## config.mk

```make
export PLATFORM = sky130hd
export DESIGN_NAME = lpdpc_ctrl
export DESIGN_NICKNAME = d
export VERILOG_FILES = /design/src/lpdpc_pkg.sv /design/src/lpdpc_cmd_dec.sv /design/src/lpdpc_ctrl.sv
export SDC_FILE = /design/constraint.sdc
export NUM_CORES = 1
export LEC_CHECK = 0
export ABC_AREA = 1
export BUFFER_PORTS_ARGS = -buffer_cell sky130_fd_sc_hd__buf_4
export CAP_MARGIN = 20
export CORE_MARGIN = 8
export CORE_UTILIZATION = 53
export CTS_BUF_LIST = sky130_fd_sc_hd__clkbuf_8
export DETAILED_ROUTE_END_ITERATION = 8
export GPL_ROUTABILITY_DRIVEN = 0
export HOLD_SLACK_MARGIN = 0.06
export PLACE_DENSITY = 0.86
export SYNTH_ARGS = -nofsm -noshare
export SYNTH_HDL_FRONTEND = slang
export SYNTH_SLANG_ARGS = --single-unit
```

## constraint.sdc

```tcl
create_clock -name clk_in -period 1.9 [get_ports clk_in]
set_input_delay 0.19 -clock clk_in [delete_from_list [all_inputs] [get_ports clk_in]]
set_output_delay 0.19 -clock clk_in [all_outputs]
set_load 0.05 [all_outputs]
```

## src/lpdpc_pkg.sv

```systemverilog
// Constants and types for the LPDDR2 power-state and command-gating block
// Functional notes
// - ZQ tied high means calibration commands ignored
// - CKE low with CS# high enters power-down
// - Idle or active power-down by open rows
// - Power-down disables buffers except CK and CKE
// - No refresh performed while in power-down
// - CKE high exits power-down; commands after tXP
// - CKE low, CS# low, CA 110 enters deep power-down
// - Deep power-down loses array, disables buffers, power
// - Deep power-down exit needs full reinitialization
// - NOP decoded only with steady CKE; no abort
package lpdpc_pkg;
  typedef enum logic [2:0] {
    LPDPC_ACTIVE_ST = 3'h0,
    LPDPC_PD_IDLE   = 3'h1,
    LPDPC_PD_ACT    = 3'h2,
    LPDPC_DPD       = 3'h3,
    LPDPC_NEED_INIT = 3'h4
  } lpdpc_state_type;

  // Command decode codes
  typedef enum logic [2:0] {
    LPDPC_CMD_NONE = 3'h0,
    LPDPC_CMD_NOP  = 3'h1,
    LPDPC_CMD_ACT  = 3'h2,
    LPDPC_CMD_PRE  = 3'h3,
    LPDPC_CMD_REF  = 3'h4,
    LPDPC_CMD_MRW  = 3'h5,
    LPDPC_CMD_OTH  = 3'h6
  } lpdpc_cmd_type;

  localparam int          LPDPC_CLK_MHZ  = 100;
  localparam int          LPDPC_TXP_NS   = 8;
  localparam int          LPDPC_TXP_CYC  = (LPDPC_TXP_NS * LPDPC_CLK_MHZ + 999) / 1000;
  localparam logic [3:0]  LPDPC_TXP_CNT  = 4'(LPDPC_TXP_CYC < 1 ? 1 : LPDPC_TXP_CYC);
  localparam logic [3:0]  LPDPC_ZERO4    = 4'h0;
  localparam logic [3:0]  LPDPC_ONE4     = 4'h1;
  localparam logic [3:0]  LPDPC_MA_ZQ    = 4'h0;
  localparam logic [7:0]  LPDPC_ZQ_MA    = 8'h0a;
  localparam logic [7:0]  LPDPC_RST_ZERO = 8'h00;
endpackage

```

## src/lpdpc_cmd_dec.sv

```systemverilog
// Command decoder for the CA bus
`timescale 1ns/1ps
module lpdpc_cmd_dec (
  input  wire logic                    cs_n_in,
  input  wire logic [9:0]              ca_in,
  output lpdpc_pkg::lpdpc_cmd_type     cmd_out
);
  always_comb begin
    cmd_out = lpdpc_pkg::LPDPC_CMD_OTH;
    if (cs_n_in) begin
      cmd_out = lpdpc_pkg::LPDPC_CMD_NOP;
    end else if (ca_in[2:0] == 3'h7) begin
      cmd_out = lpdpc_pkg::LPDPC_CMD_NOP;
    end else if (ca_in[1:0] == 2'h2) begin
      cmd_out = lpdpc_pkg::LPDPC_CMD_ACT;
    end else if (ca_in[3:0] == 4'hb) begin
      cmd_out = lpdpc_pkg::LPDPC_CMD_PRE;
    end else if (ca_in[3:0] == 4'h3) begin
      cmd_out = lpdpc_pkg::LPDPC_CMD_REF;
    end else if (ca_in[3:0] == 4'h0) begin
      cmd_out = lpdpc_pkg::LPDPC_CMD_MRW;
    end
  end
endmodule

```

## src/lpdpc_ctrl.sv

```systemverilog
// Power-down, deep power-down and command gating state machine
`timescale 1ns/1ps
module lpdpc_ctrl #(
  parameter int NUM_BANKS = 4
) (
  input  wire logic                 clk_in,
  input  wire logic                 resetn_in,
  input  wire logic                 cke_in,
  input  wire logic                 cs_n_in,
  input  wire logic [9:0]           ca_in,
  input  wire logic                 zq_tied_high_in,
  input  wire logic [NUM_BANKS-1:0] bank_open_in,
  input  wire logic                 init_done_in,
  output logic                      power_down_out,
  output logic                      active_pd_out,
  output logic                      deep_pd_out,
  output logic                      buffers_on_out,
  output logic                      core_power_on_out,
  output logic                      array_valid_out,
  output logic                      refresh_allow_out,
  output logic                      cmd_valid_out,
  output lpdpc_pkg::lpdpc_cmd_type  cmd_out,
  output logic                      zq_cal_start_out,
  output logic                      nop_out
);
  lpdpc_pkg::lpdpc_state_type state_r, state_nxt;
  lpdpc_pkg::lpdpc_cmd_type   dec_cmd;
  logic                       cke_prev_r, cke_prev_nxt;
  logic [3:0]                 txp_r, txp_nxt;
  logic                       arr_r, arr_nxt;
  logic                       cv_r, cv_nxt;
  lpdpc_pkg::lpdpc_cmd_type   cmd_r, cmd_nxt;
  logic                       zq_r, zq_nxt;
  logic                       nop_r, nop_nxt;
  logic                       any_open;
  logic                       cke_steady;
  logic                       dpd_code;

  lpdpc_cmd_dec u_dec (
    .cs_n_in (cs_n_in),
    .ca_in   (ca_in),
    .cmd_out (dec_cmd)
  );

  assign any_open   = |bank_open_in;
  assign cke_steady = cke_in && cke_prev_r;
  assign dpd_code   = !cs_n_in && (ca_in[2:0] == 3'h3);

  always_comb begin
    state_nxt    = state_r;
    cke_prev_nxt = cke_in;
    txp_nxt      = (txp_r != lpdpc_pkg::LPDPC_ZERO4) ? txp_r - lpdpc_pkg::LPDPC_ONE4 : txp_r;
    arr_nxt      = arr_r;
    cv_nxt       = 1'b0;
    cmd_nxt      = lpdpc_pkg::LPDPC_CMD_NONE;
    zq_nxt       = 1'b0;
    nop_nxt      = 1'b0;
    unique case (state_r)
      lpdpc_pkg::LPDPC_ACTIVE_ST: begin
        if (!cke_in && cke_prev_r && dpd_code) begin
          state_nxt = lpdpc_pkg::LPDPC_DPD;
          arr_nxt   = 1'b0;
        end else if (!cke_in && cke_prev_r && cs_n_in) begin
          state_nxt = any_open ? lpdpc_pkg::LPDPC_PD_ACT
                               : lpdpc_pkg::LPDPC_PD_IDLE;
        end else if (cke_steady && txp_r == lpdpc_pkg::LPDPC_ZERO4) begin
          cv_nxt  = (dec_cmd != lpdpc_pkg::LPDPC_CMD_NOP);
          cmd_nxt = dec_cmd;
          nop_nxt = (dec_cmd == lpdpc_pkg::LPDPC_CMD_NOP);
          if (dec_cmd == lpdpc_pkg::LPDPC_CMD_MRW && !cs_n_in
              && {ca_in[9:4], 2'h0} == 8'h28) begin
            zq_nxt = !zq_tied_high_in;
          end
        end
      end
      lpdpc_pkg::LPDPC_PD_IDLE, lpdpc_pkg::LPDPC_PD_ACT: begin
        if (cke_in) begin
          state_nxt = lpdpc_pkg::LPDPC_ACTIVE_ST;
          txp_nxt   = lpdpc_pkg::LPDPC_TXP_CNT;
        end
      end
      lpdpc_pkg::LPDPC_DPD: begin
        if (cke_in) begin
          state_nxt = lpdpc_pkg::LPDPC_NEED_INIT;
        end
      end
      lpdpc_pkg::LPDPC_NEED_INIT: begin
        if (init_done_in) begin
          state_nxt = lpdpc_pkg::LPDPC_ACTIVE_ST;
          arr_nxt   = 1'b1;
        end
      end
      default: begin
        state_nxt = lpdpc_pkg::LPDPC_NEED_INIT;
      end
    endcase
  end

  always_ff @(posedge clk_in or negedge resetn_in) begin
    if (!resetn_in) begin
      state_r    <= lpdpc_pkg::LPDPC_ACTIVE_ST;
      cke_prev_r <= 1'b1;
      txp_r      <= 4'h0;
      arr_r      <= 1'b1;
      cv_r       <= 1'b0;
      cmd_r      <= lpdpc_pkg::LPDPC_CMD_NONE;
      zq_r       <= 1'b0;
      nop_r      <= 1'b0;
    end else begin
      state_r    <= state_nxt;
      cke_prev_r <= cke_prev_nxt;
      txp_r      <= txp_nxt;
      arr_r      <= arr_nxt;
      cv_r       <= cv_nxt;
      cmd_r      <= cmd_nxt;
      zq_r       <= zq_nxt;
      nop_r      <= nop_nxt;
    end
  end

  always_comb begin
    power_down_out    = (state_r == lpdpc_pkg::LPDPC_PD_IDLE)
                     || (state_r == lpdpc_pkg::LPDPC_PD_ACT);
    active_pd_out     = (state_r == lpdpc_pkg::LPDPC_PD_ACT);
    deep_pd_out       = (state_r == lpdpc_pkg::LPDPC_DPD);
    buffers_on_out    = !power_down_out && !deep_pd_out;
    core_power_on_out = !deep_pd_out;
    array_valid_out   = arr_r;
    refresh_allow_out = (state_r == lpdpc_pkg::LPDPC_ACTIVE_ST);
    cmd_valid_out     = cv_r;
    cmd_out           = cmd_r;
    zq_cal_start_out  = zq_r;
    nop_out           = nop_r;
  end

  pd_entry_a: assert property (@(posedge clk_in) disable iff (!resetn_in)
    (state_r == lpdpc_pkg::LPDPC_ACTIVE_ST && !cke_in && cke_prev_r && cs_n_in)
    |=> power_down_out)
    else $error("Power-down not entered");
  pd_kind_a: assert property (@(posedge clk_in) disable iff (!resetn_in)
    (state_r == lpdpc_pkg::LPDPC_ACTIVE_ST && !cke_in && cke_prev_r && cs_n_in
     && !any_open) |=> (power_down_out && !active_pd_out))
    else $error("Idle power-down misclassified");
  pd_buffers_a: assert property (@(posedge clk_in) disable iff (!resetn_in)
    power_down_out |-> (!buffers_on_out && !cmd_valid_out ##1 !cmd_valid_out))
    else $error("Buffers active in power-down");
  no_refresh_a: assert property (@(posedge clk_in) disable iff (!resetn_in)
    power_down_out |-> !refresh_allow_out)
    else $error("Refresh allowed in power-down");
  pd_exit_a: assert property (@(posedge clk_in) disable iff (!resetn_in)
    (power_down_out && cke_in) |=> (!power_down_out && !cmd_valid_out ##1 !cmd_valid_out))
    else $error("Power-down exit or tXP wrong");
  dpd_entry_a: assert property (@(posedge clk_in) disable iff (!resetn_in)
    (state_r == lpdpc_pkg::LPDPC_ACTIVE_ST && !cke_in && cke_prev_r && dpd_code)
    |=> (deep_pd_out && !array_valid_out && !core_power_on_out))
    else $error("Deep power-down not entered");
  dpd_exit_a: assert property (@(posedge clk_in) disable iff (!resetn_in)
    (deep_pd_out && cke_in) |=> (!deep_pd_out && !refresh_allow_out && !array_valid_out))
    else $error("Deep power-down exit skipped init");
  zq_ignore_a: assert property (@(posedge clk_in) disable iff (!resetn_in)
    $past(zq_tied_high_in) |-> !zq_cal_start_out)
    else $error("ZQ command not ignored");
  nop_steady_a: assert property (@(posedge clk_in) disable iff (!resetn_in)
    nop_out |-> $past(cke_in, 2) && $past(cke_in))
    else $error("NOP decoded with changing CKE");
endmodule

```

==> results.txt, run 1 <==
----------------------------------------------------
[Worst setup path]
  Type of the setup path with the least slack ... reg -> out
  Critical register-to-register path endpoint ... cmd_out[2]
  Capturing element type of the critical path ... output port
  Worst r2r src ... txp_r[0]
  Number of cell instances on the worst register-to-register path ... 6
  Arrival time at the worst endpoint ... 1.46 ns
  Minimum setup slack among reg-to-reg paths ... 0.47 ns
  Worst-path fanout max ... 5
  Critical Path Start Type ... flop
  WP data required ... 1.71 ns

[Worst hold path]
  WHS Endpoint ... cke_prev_r
  Kind of path behind the tightest hold check ... in -> reg
  Worst hold path startpoint ... cke_in
  Number of stages on the worst hold path ... 1

[STA]
  Total of endpoints with negative setup slack in the final report ... 0
  Hold violation count in the final report ... 0
  Setup repair after global routing missed its margin ... no
  Time the worst path needs with I/O delays and setup ... 1.65 ns
  Max Clk Rate ... 604 MHz
  Slew Limit Fails ... 0
  Worst relative slew slack ... 81.5%
  Slew at the pin closest to its max-slew limit ... 0.278 ns
  Clk_skew ... 0.00213 ns
  Sum of negative setup slack ... 0 ns
  Post-route clock period utilization ... 87.1%

[Clock network]
  CTS H-Tree Depth ... 1
  Clock transition time at the flip-flop clock pins of the worst setup and hold paths ... 0.06 ns
  Worst-case clock buffer depth ... 2
  Root Driver ... sky130_fd_sc_hd__clkbuf_8
  Clock net sink count ... 15
  Clock latency reported for the late side of the worst-skew pair ... 0.25 ns
  TritonCTS clock tree ... done
  Inserted Clock Buffers ... 3
  Post-CTS Setup Bufs ... 0

[Drt]
  DRC marker count from the first detailed-route iteration ... 22
  Total wire length ... 2160 µm
  Mean number of vias per cell ... 5.05
  Remaining antenna violation count ... 0
  Detailed-routing iteration count for the pre-antenna-repair pass ... 6
  Average wire length per cell after detail routing ... 13.1 µm
  DRC errors left ... 0
  Total via count after detailed routing ... 833

[Floorplan]
  Chip width ... 55.7 µm
  Number of placement rows ... 14
  Die Area ... 3100 µm²
  Count of boundary I/O pins ... 33
  Die extent in y ... 55.7 µm
  Floorplan core area ... 1490 µm²
  Effective utilization at floorplan ... 56.0%

[Global route]
  Number of antenna violations at the first check in global routing ... 0
  Pin count of the biggest net entering global routing ... 16
  Global-route usage over all layers ... 14.2%
  Number of global-route vias before repair ... 871
  Gr ovfl total ... 0
  First-pass GRT wire length ... 3680 µm

[Logic synthesis]
  Cell area after technology mapping ... 833 µm²
  Number of nets produced by synthesis ... 133
  Cell taking the most area after synthesis ... sky130_fd_sc_hd__dfrtp_1
  Sequential fraction of the synthesis area ... 45.3%
  Number of distinct library cell variants in the gate-level netlist after synthesis ... 19
  Synth area leaders ... sky130_fd_sc_hd__dfrtp_1 (39%), sky130_fd_sc_hd__nand3_1 (9.6%), sky130_fd_sc_hd__nand2_1 (9.5%)
  Area fraction of the dominant cell type after synthesis ... 39.0%
  #FFs+latches synth ... 15
  Synthesized area per cell ... 7.44 µm²
  Gate count of the mapped netlist ... 112
  Ys Warns ... 0

[Finish]
  N_diodes ... 0
  Number of nets in the layout ... 171
  Layout cells sized above 1 ... 30.2%
  Final-layout fill cell count ... 117
  Area overhead of the layout relative to synthesis ... 37.8%
  Final standard cell utilization of the core ... 77.1%

[Pwr]
  Pwr/cell area ... 1410 nW/µm²
  Leakage power of the design ... 0.646 nW
  Worst voltage drop across the vdd grid ... 0.858 mV

[Status]
  Outcome ... completed

[Place]
  Half-perimeter wire length after placement ... 1730 µm
  Number of port buffers ... 32

[Flow run]
  # Max-Cap Violations ... 0

----------------------------------------------------
## final cells by class
type | instances | area, µm² | share of cell area, %
Inverter | 21 | 78.8 | 6.86
Timing Repair Buffer | 33 | 250 | 21.8
Clock buffer | 3 | 41.3 | 3.59
Multi-Input combinational cell | 76 | 377 | 32.8
Tap cell | 16 | 20.0 | 1.74
Sequential cell | 15 | 378 | 32.9
Clock inverter | 1 | 3.75 | 0.327
## worst max-delay path by stage
stage | startpoint | to | slack, ns
floorplan | state_r[0] | core_power_on_out | 0.11
global placement | state_r[1] | power_down_out | 0.58
detailed placement | txp_r[0] | cmd_out[2] | 0.50
CTS | state_r[1] | power_down_out | 0.27
global route | state_r[0] | power_down_out | 0.18
finish | state_r[1] | power_down_out | 0.25
## repair_timing
action | in CTS | in global routing
hold endpoints to repair | 15 | 0
hold buffers | 1 | 0
gates resized for setup | 0 | 0
## report_power, final
| group | switching (mW) | internal (mW) | leakage, nW |
|---|---|---|---|
| logic | 0.611 | 0.279 | 0.425 |
| clock network | 0.107 | 0.143 | 0.0269 |
| registers | 0.0703 | 0.404 | 0.194 |
## worst max-delay path, stage by stage (launching register included)
cell and delay (ns):
sky130_fd_sc_hd__dfrtp_1 0.43, sky130_fd_sc_hd__inv_1 0.11, sky130_fd_sc_hd__nand2_4 0.11, sky130_fd_sc_hd__nand2_4 0.06, sky130_fd_sc_hd__a21oi_2 0.24, sky130_fd_sc_hd__buf_4 0.26
## cell usage after synthesis
master	instances
sky130_fd_sc_hd__nand2_1	21
sky130_fd_sc_hd__inv_1	20
sky130_fd_sc_hd__nand3_1	16
sky130_fd_sc_hd__nor2_1	16
sky130_fd_sc_hd__dfrtp_1	13
sky130_fd_sc_hd__nor3_1	4
sky130_fd_sc_hd__o21ai_0	4
sky130_fd_sc_hd__a21oi_1	3
sky130_fd_sc_hd__dfstp_2	2
sky130_fd_sc_hd__nand2_2	2
sky130_fd_sc_hd__nand2_4	2
sky130_fd_sc_hd__nand4_1	2
sky130_fd_sc_hd__a21oi_2	1
sky130_fd_sc_hd__ha_1	1
sky130_fd_sc_hd__inv_2	1
sky130_fd_sc_hd__nor2_4	1
sky130_fd_sc_hd__nor2b_1	1
sky130_fd_sc_hd__o21ai_2	1
sky130_fd_sc_hd__o31ai_1	1
## logic make-up (layout without fill, tap and decap cells)
group | Yosys count | after routing | synth area share (%)
flip-flops | 15 | 15 | 45.3
adder cells (fa/ha/maj) | 1 | 1 | 1.50
AND/OR/NAND/NOR | 65 | 65 | 36.5
buffers and inverters | 21 | 58 | 9.46
AO/OA/AOI/OAI | 10 | 10 | 7.21
## registers in the layout, indices dropped and copies added (netlist names)
signal and flops:
cke_prev_r 1, cmd_valid_out 1, state_r 3, txp_r 4
nop_out 1, array_valid_out 1, zq_cal_start_out 1, cmd_out 3
## through the flow
step                      power, mW  hold WS (ns)  std cells  setup slack [ns]  area [µm²]
after floorplan                1.11        -0.106        112             0.110         833
after CTS                      1.62        0.0889        165             0.272        1150
after detailed placement       1.36        0.0530        160             0.503        1090
after global placement         1.32        0.0484        160             0.584        1090
after global routing           1.73        0.0924        165             0.177        1150
final                          1.61        0.0911        165             0.245        1150
## metal layers
metal  wire length (µm)  part of all wire, %  global-route usage, %
met5                  0                    0                      0
met1                834                   39                   14.7
met2               1150                   53                   26.0
met4                 57                  2.6                   8.45
met3                126                  5.8                   2.28
## cell usage in the layout (no fill, tap or decap), types with 3 or more instances in the layout
master	instances
sky130_fd_sc_hd__nor2_1	16
sky130_fd_sc_hd__a21oi_1	3
sky130_fd_sc_hd__clkbuf_8	3
sky130_fd_sc_hd__buf_4	32
sky130_fd_sc_hd__nand3_1	16
sky130_fd_sc_hd__nor3_1	4
sky130_fd_sc_hd__inv_1	21
sky130_fd_sc_hd__dfrtp_1	13
sky130_fd_sc_hd__o21ai_0	4
sky130_fd_sc_hd__nand2_1	21
Power figures use the tool's default switching activity.
==> inputs of run 2 (changes only) <==
--- a/config.mk
+++ b/config.mk
@@ -9,12 +9,12 @@
 export BUFFER_PORTS_ARGS = -buffer_cell sky130_fd_sc_hd__buf_4
 export CAP_MARGIN = 20
 export CORE_MARGIN = 8
-export CORE_UTILIZATION = 53
+export CORE_UTILIZATION = 44
 export CTS_BUF_LIST = sky130_fd_sc_hd__clkbuf_8
 export DETAILED_ROUTE_END_ITERATION = 8
 export GPL_ROUTABILITY_DRIVEN = 0
 export HOLD_SLACK_MARGIN = 0.06
-export PLACE_DENSITY = 0.86
+export PLACE_DENSITY = 0.76
 export SYNTH_ARGS = -nofsm -noshare
 export SYNTH_HDL_FRONTEND = slang
 export SYNTH_SLANG_ARGS = --single-unit
==> constraint.sdc (replaced) <==
create_clock -name clk_in -period 1.48 [get_ports clk_in]
set_input_delay 0.148 -clock clk_in [delete_from_list [all_inputs] [get_ports clk_in]]
set_output_delay 0.148 -clock clk_in [all_outputs]
set_load 0.05 [all_outputs]
==> results.txt, run 2 (synthesis results as in run 1) <==
----------------------------------------------------
[Worst setup path]
  Critical Path Start Type ... flop
  Worst-path fanout max ... 5
  Slowest cell delay on critical path ... 0.46 ns
  WP data required ... 1.33 ns
  Type of the setup path with the least slack ... reg -> out
  List of cells traversed by the critical path ... inv_1 > nand2_4 > a21oi_4 > buf_6
  Slowest library cell on the worst path ... sky130_fd_sc_hd__dfrtp_2
  Arrival time at the worst endpoint ... 1.27 ns
  Capturing element type of the critical path ... output port

[STA]
  Final setup margin ... 0.0604 ns
  Time the worst path needs with I/O delays and setup ... 1.42 ns
  Total of endpoints with negative setup slack in the final report ... 0
  Slew at the pin closest to its max-slew limit ... 0.248 ns
  Slew Limit Fails ... 0
  Post-route clock period utilization ... 95.9%
  Hold violation count in the final report ... 0
  Worst relative slew slack ... 83.4%
  Clk_skew ... 0.00254 ns
  Max Clk Rate ... 704 MHz
  Setup repair after global routing missed its margin ... no

[Clock network]
  Clock latency reported for the late side of the worst-skew pair ... 0.25 ns
  Clock net sink count ... 15
  Worst-case clock buffer depth ... 2
  CTS H-Tree Depth ... 1
  Root Driver ... sky130_fd_sc_hd__clkbuf_8
  Inserted Clock Buffers ... 3
  TritonCTS clock tree ... done
  Post-CTS Setup Bufs ... 0
  Clock transition time at the flip-flop clock pins of the worst setup and hold paths ... 0.06 ns

[Finish]
  Number of standard cells in the layout, taps in and fillers out ... 177
  Most common library cell in the layout ignoring fill and taps ... sky130_fd_sc_hd__buf_4
  Area overhead of the layout relative to synthesis ... 46.5%
  N_diodes ... 0
  Final standard cell utilization of the core ... 69.2%
  Flip-flop count of the largest register, all copies and words added ... 4
  Biggest register ... txp_r
  Commonest cells after routing, fill and taps aside ... sky130_fd_sc_hd__buf_4 (33), sky130_fd_sc_hd__nand2_1 (21), sky130_fd_sc_hd__inv_1 (20)
  Final-layout fill cell count ... 163
  Layout cells sized above 1 ... 35.5%
  Number of nets in the layout ... 174

[Global route]
  Number of global-route vias before repair ... 816
  First-pass GRT wire length ... 3310 µm
  Number of antenna violations at the first check in global routing ... 0
  Pin count of the biggest net entering global routing ... 16
  Gr ovfl total ... 0
  Global-route usage over all layers ... 12.0%

[Place]
  Instance count after placement with tap cells included ... 171
  Pre-CTS setup slack ... 0.112 ns
  Half-perimeter wire length after placement ... 1630 µm
  Number of port buffers ... 32

[Floorplan]
  Die Area ... 3540 µm²
  Floorplan core area ... 1760 µm²
  Number of placement rows ... 15
  Chip width ... 59.5 µm
  Count of boundary I/O pins ... 33
  Effective utilization at floorplan ... 47.2%
  Die extent in y ... 59.5 µm

[Pwr]
  Leakage power of the design ... 0.664 nW
  Pwr/cell area ... 1770 nW/µm²
  Worst voltage drop across the vdd grid ... 0.962 mV
  Power, Total ... 2.17 mW

[Drt]
  Total wire length ... 2000 µm
  Total via count after detailed routing ... 842
  Average wire length per cell after detail routing ... 11.3 µm
  DRC errors left ... 0
  DRC marker count from the first detailed-route iteration ... 8
  Remaining antenna violation count ... 0
  Mean number of vias per cell ... 4.76
  Detailed-routing iteration count for the pre-antenna-repair pass ... 4

[Worst hold path]
  Kind of path behind the tightest hold check ... in -> reg

[Status]
  Outcome ... completed

[Flow run]
  # Max-Cap Violations ... 0

----------------------------------------------------
==> run 2: changes by cell type in the layout (fill, tap and decap cells not counted), sizes merged <==
cell	previous run	this run
buf	32	34
clkinvlp	0	1
inv	22	21
dlygate4sd3	1	2
==> run 2: metrics by stage <==
stage	setup TNS [ns]	hold WS (ns)	area (µm²)
after floorplan	-0.0121	-0.148	848
after global placement	0	0.00922	1130
after detailed placement	0	0.0115	1130
after CTS	0	0.161	1200
after global routing	0	0.164	1220
final	0	0.165	1220
==> run 2: what timing repair did <==
action	in CTS	in global routing
hold buffers	2	0
endpoints found under the setup margin	0	4
resized for setup	0	5
endpoints found under the hold margin	16	0
==> run 2: path summary, 6_finish.rpt <==
path | cells past startpoint | from | slack (ns) | end
max | 4 | state_r[2] | 0.06 | power_down_out
min | 3 | init_done_in | 0.16 | array_valid_out
max reg2reg | 6 | txp_r[0] | 0.16 | cmd_out[2]
min reg2reg | 2 | array_valid_out | 0.53 | array_valid_out
max in group asynchronous | 2 | resetn_in | 0.95 | array_valid_out
min in group asynchronous | 2 | resetn_in | 0.29 | cmd_out[0]
==> run 2: critical path: cells and delay by family, from the launching register on <==
| kind | cells | cell delay (ns) |
|---|---|---|
| flip-flops | 1 | 0.46 |
| buffers and inverters | 2 | 0.32 |
| AO/OA/AOI/OAI | 1 | 0.17 |
| AND/OR/NAND/NOR | 1 | 0.08 |
==> run 2: metal layers <==
layer / vias to the layer above / GRT usage, % / wire, µm
li1: 436 / - / -
met1: 386 / 12.5 / 886
met2: 16 / 21.9 / 1010
met3: 4 / 3.25 / 68
met4: 0 / 5.10 / 35
met5: - / 0 / 0
==> run 2: report_power, final <==
group	switching [mW]	total [mW]	internal [mW]
Clock	0.150	0.339	0.189
Combinational	0.821	1.23	0.412
Sequential	0.0749	0.595	0.521
Total	1.05	2.17	1.12
==> run 2: final cells by class <==
type / count / area [µm²] / share of cell area, %
tap: 25 / 31.3 / 2.56
multi-input combinational: 76 / 404 / 33.1
clock inverter: 1 / 7.51 / 0.615
inverter: 21 / 78.8 / 6.45
timing repair buffer: 36 / 279 / 22.8
sequential: 15 / 379 / 31.0
clock buffer: 3 / 41.3 / 3.38
==> inputs of run 3 (changes only) <==
--- a/config.mk
+++ b/config.mk
@@ -8,13 +8,13 @@
 export ABC_AREA = 1
 export BUFFER_PORTS_ARGS = -buffer_cell sky130_fd_sc_hd__buf_4
 export CAP_MARGIN = 20
+export CORE_ASPECT_RATIO = 0.7
 export CORE_MARGIN = 8
-export CORE_UTILIZATION = 44
+export CORE_UTILIZATION = 35
 export CTS_BUF_LIST = sky130_fd_sc_hd__clkbuf_8
 export DETAILED_ROUTE_END_ITERATION = 8
 export GPL_ROUTABILITY_DRIVEN = 0
 export HOLD_SLACK_MARGIN = 0.06
-export PLACE_DENSITY = 0.76
 export SYNTH_ARGS = -nofsm -noshare
 export SYNTH_HDL_FRONTEND = slang
 export SYNTH_SLANG_ARGS = --single-unit
==> constraint.sdc (replaced) <==
create_clock -name clk_in -period 1.48 [get_ports clk_in]
set_input_delay 0.148 -clock clk_in [delete_from_list [all_inputs] [get_ports clk_in]]
set_output_delay 0.148 -clock clk_in [all_outputs]
set_load 0.01 [all_outputs]
==> results.txt, run 3 (synthesis results as in run 1) <==
----------------------------------------------------
[Flow run]
  # Max-Cap Violations ... 0

[Finish]
  N_diodes ... 0
  Layout cells sized above 1 ... 34.4%
  Flip-flop count of the largest register, all copies and words added ... 4
  Number of standard cells in the layout, taps in and fillers out ... 183
  Final standard cell utilization of the core ... 54.9%
  Biggest register ... txp_r
  Area overhead of the layout relative to synthesis ... 45.3%
  Number of nets in the layout ... 173
  Most common library cell in the layout ignoring fill and taps ... sky130_fd_sc_hd__buf_4
  Commonest cells after routing, fill and taps aside ... sky130_fd_sc_hd__buf_4 (33), sky130_fd_sc_hd__nand2_1 (21), sky130_fd_sc_hd__inv_1 (21)
  Final instance area ... 1210 µm²

[Worst setup path]
  WP data required ... 1.33 ns
  Slowest library cell on the worst path ... sky130_fd_sc_hd__dfrtp_2
  Capturing element type of the critical path ... output port
  Type of the setup path with the least slack ... reg -> out
  Arrival time at the worst endpoint ... 1.25 ns
  Critical path's most frequent cell ... sky130_fd_sc_hd__nand2_4
  Critical path's top delay family ... flip-flops
  Critical register-to-register path endpoint ... cmd_out[2]
  Critical Path Start Type ... flop
  Minimum setup slack among reg-to-reg paths ... 0.16 ns
  Worst-path fanout max ... 6
  Slowest cell delay on critical path ... 0.43 ns
  Sum of buffers and inverters on the critical path ... 2
  Number of cell instances on the worst register-to-register path ... 6
  List of cells traversed by the critical path ... inv_1 > nand2_4 > nand2_4 > a21oi_4 > buf_4
  Worst r2r src ... txp_r[0]

[Floorplan]
  Count of boundary I/O pins ... 33
  Floorplan core area ... 2210 µm²
  Chip width ... 74.3 µm
  Die extent in y ... 56.8 µm
  Number of placement rows ... 14
  Die Area ... 4220 µm²
  Effective utilization at floorplan ... 37.8%

[Global route]
  Global-route usage over all layers ... 10.4%
  Gr ovfl total ... 0
  Pin count of the biggest net entering global routing ... 16
  Number of global-route vias before repair ... 857
  Number of antenna violations at the first check in global routing ... 0
  First-pass GRT wire length ... 3530 µm

[Place]
  Placed instance area ... 1110 µm²
  Instance count after placement with tap cells included ... 176
  Half-perimeter wire length after placement ... 1760 µm
  Number of port buffers ... 32

[Drt]
  DRC marker count from the first detailed-route iteration ... 20
  DRC errors left ... 0
  Mean number of vias per cell ... 4.46
  Average wire length per cell after detail routing ... 11.2 µm
  Total wire length ... 2060 µm
  Remaining antenna violation count ... 0
  Total via count after detailed routing ... 816
  Detailed-routing iteration count for the pre-antenna-repair pass ... 4

[Worst hold path]
  Kind of path behind the tightest hold check ... in -> reg
  Worst hold path startpoint ... init_done_in
  WHS Endpoint ... array_valid_out
  Number of stages on the worst hold path ... 3

[STA]
  Worst relative slew slack ... 85.6%
  Slew at the pin closest to its max-slew limit ... 0.215 ns
  Final worst hold slack ... 0.156 ns
  Slew Limit Fails ... 0
  Time the worst path needs with I/O delays and setup ... 1.39 ns
  Setup repair after global routing missed its margin ... no
  Total of endpoints with negative setup slack in the final report ... 0
  Sum of negative setup slack ... 0 ns
  Clk_skew ... 0.00440 ns
  Post-route clock period utilization ... 94.2%
  Hold violation count in the final report ... 0
  Max Clk Rate ... 717 MHz

[Pwr]
  Share of total power in sequential cells ... 32.5%
  Combinational Power Share ... 50.7%
  Worst voltage drop across the vdd grid ... 1.00 mV
  Pwr/cell area ... 1520 nW/µm²
  Internal ... 1.10 mW
  Share of total power in the clock network ... 16.8%
  Switching Power ... 0.743 mW
  Leakage power of the design ... 0.657 nW
  Switching share of total power ... 40.4%

[Clock network]
  CTS H-Tree Depth ... 1
  Clock net sink count ... 15
  Worst-case clock buffer depth ... 2
  TritonCTS clock tree ... done
  Clock latency reported for the late side of the worst-skew pair ... 0.24 ns
  Root Driver ... sky130_fd_sc_hd__clkbuf_8
  Clock transition time at the flip-flop clock pins of the worst setup and hold paths ... 0.06 ns
  Inserted Clock Buffers ... 3

[Status]
  Outcome ... completed

----------------------------------------------------
-- run 3: cell count changes in the layout (fill, tap and decap cells not counted) --
cell and change:
sky130_fd_sc_hd__buf_6 -1, sky130_fd_sc_hd__clkinvlp_4 -1, sky130_fd_sc_hd__dfrtp_1 -1, sky130_fd_sc_hd__dfrtp_2 +1
sky130_fd_sc_hd__ha_1 -1, sky130_fd_sc_hd__ha_2 +1, sky130_fd_sc_hd__inv_1 +1, sky130_fd_sc_hd__nor2_1 +1
sky130_fd_sc_hd__nor2_2 -1, sky130_fd_sc_hd__nor3_1 +1, sky130_fd_sc_hd__nor3_2 -1
-- run 3: cell type report --
class,count,area [µm²]
clock buffers,3,41.3
clock inverters,1,3.75
fillers,229,996
inverters,21,78.8
multi-input cells,76,399
flip-flops and latches,15,380
well taps,32,40.0
repair buffers,35,268
-- run 3: what timing repair did --
action                     in CTS  in global routing
setup endpoints to repair       1                  6
gates resized for setup         1                  6
hold buffers                    2                  0
hold endpoints to repair       16                  0
setup buffers                   1                  0
-- run 3: power groups by stage --
stage / Clock (mW) / Sequential, mW / Combinational [mW]
5_1_grt: 0.340 / 0.614 / 1.06
3_3_place_gp: 0 / 0.609 / 0.835
2_1_floorplan: 0 / 0.600 / 0.560
6_report: 0.310 / 0.597 / 0.932
3_5_place_dp: 0 / 0.613 / 0.851
4_1_cts: 0.320 / 0.594 / 0.897
-- run 3: worst max-delay path by stage --
stage                           from              to  slack [ns]  depth (start not counted)
after global placement      txp_r[0]      cmd_out[2]        0.18                          6
after detailed placement    txp_r[0]      cmd_out[2]        0.08                          6
after floorplan             txp_r[0]      cmd_out[2]        0.24                          6
final                     state_r[0]  power_down_out        0.09                          5
after CTS                 state_r[2]  power_down_out        0.04                          4
after global routing      state_r[0]  power_down_out        0.03                          5
-- run 3: metal layers --
layer	part of all wire [%]	vias up	track usage (%)
met2	50	21	18.8
met1	43	361	10.9
met3	6.7	2	4.78
met4	0.19	0	1.67
met5	0	-	0
li1	-	432	-
-- run 3: metrics by stage --
| step | setup WS [ns] | power [mW] |
|---|---|---|
| floorplan | 0.241 | 1.16 |
| global placement | 0.177 | 1.44 |
| detailed placement | 0.0793 | 1.46 |
| CTS | 0.0437 | 1.81 |
| global route | 0.0266 | 2.02 |
| finish | 0.0858 | 1.84 |
-- run 3: worst register-to-register path, delay by kind of cell (launching register included) --
kind          cells  cell delay, ns
flops             1            0.39
buf+inv           1            0.08
fa+ha+maj         1            0.22
simple gates      4            0.55
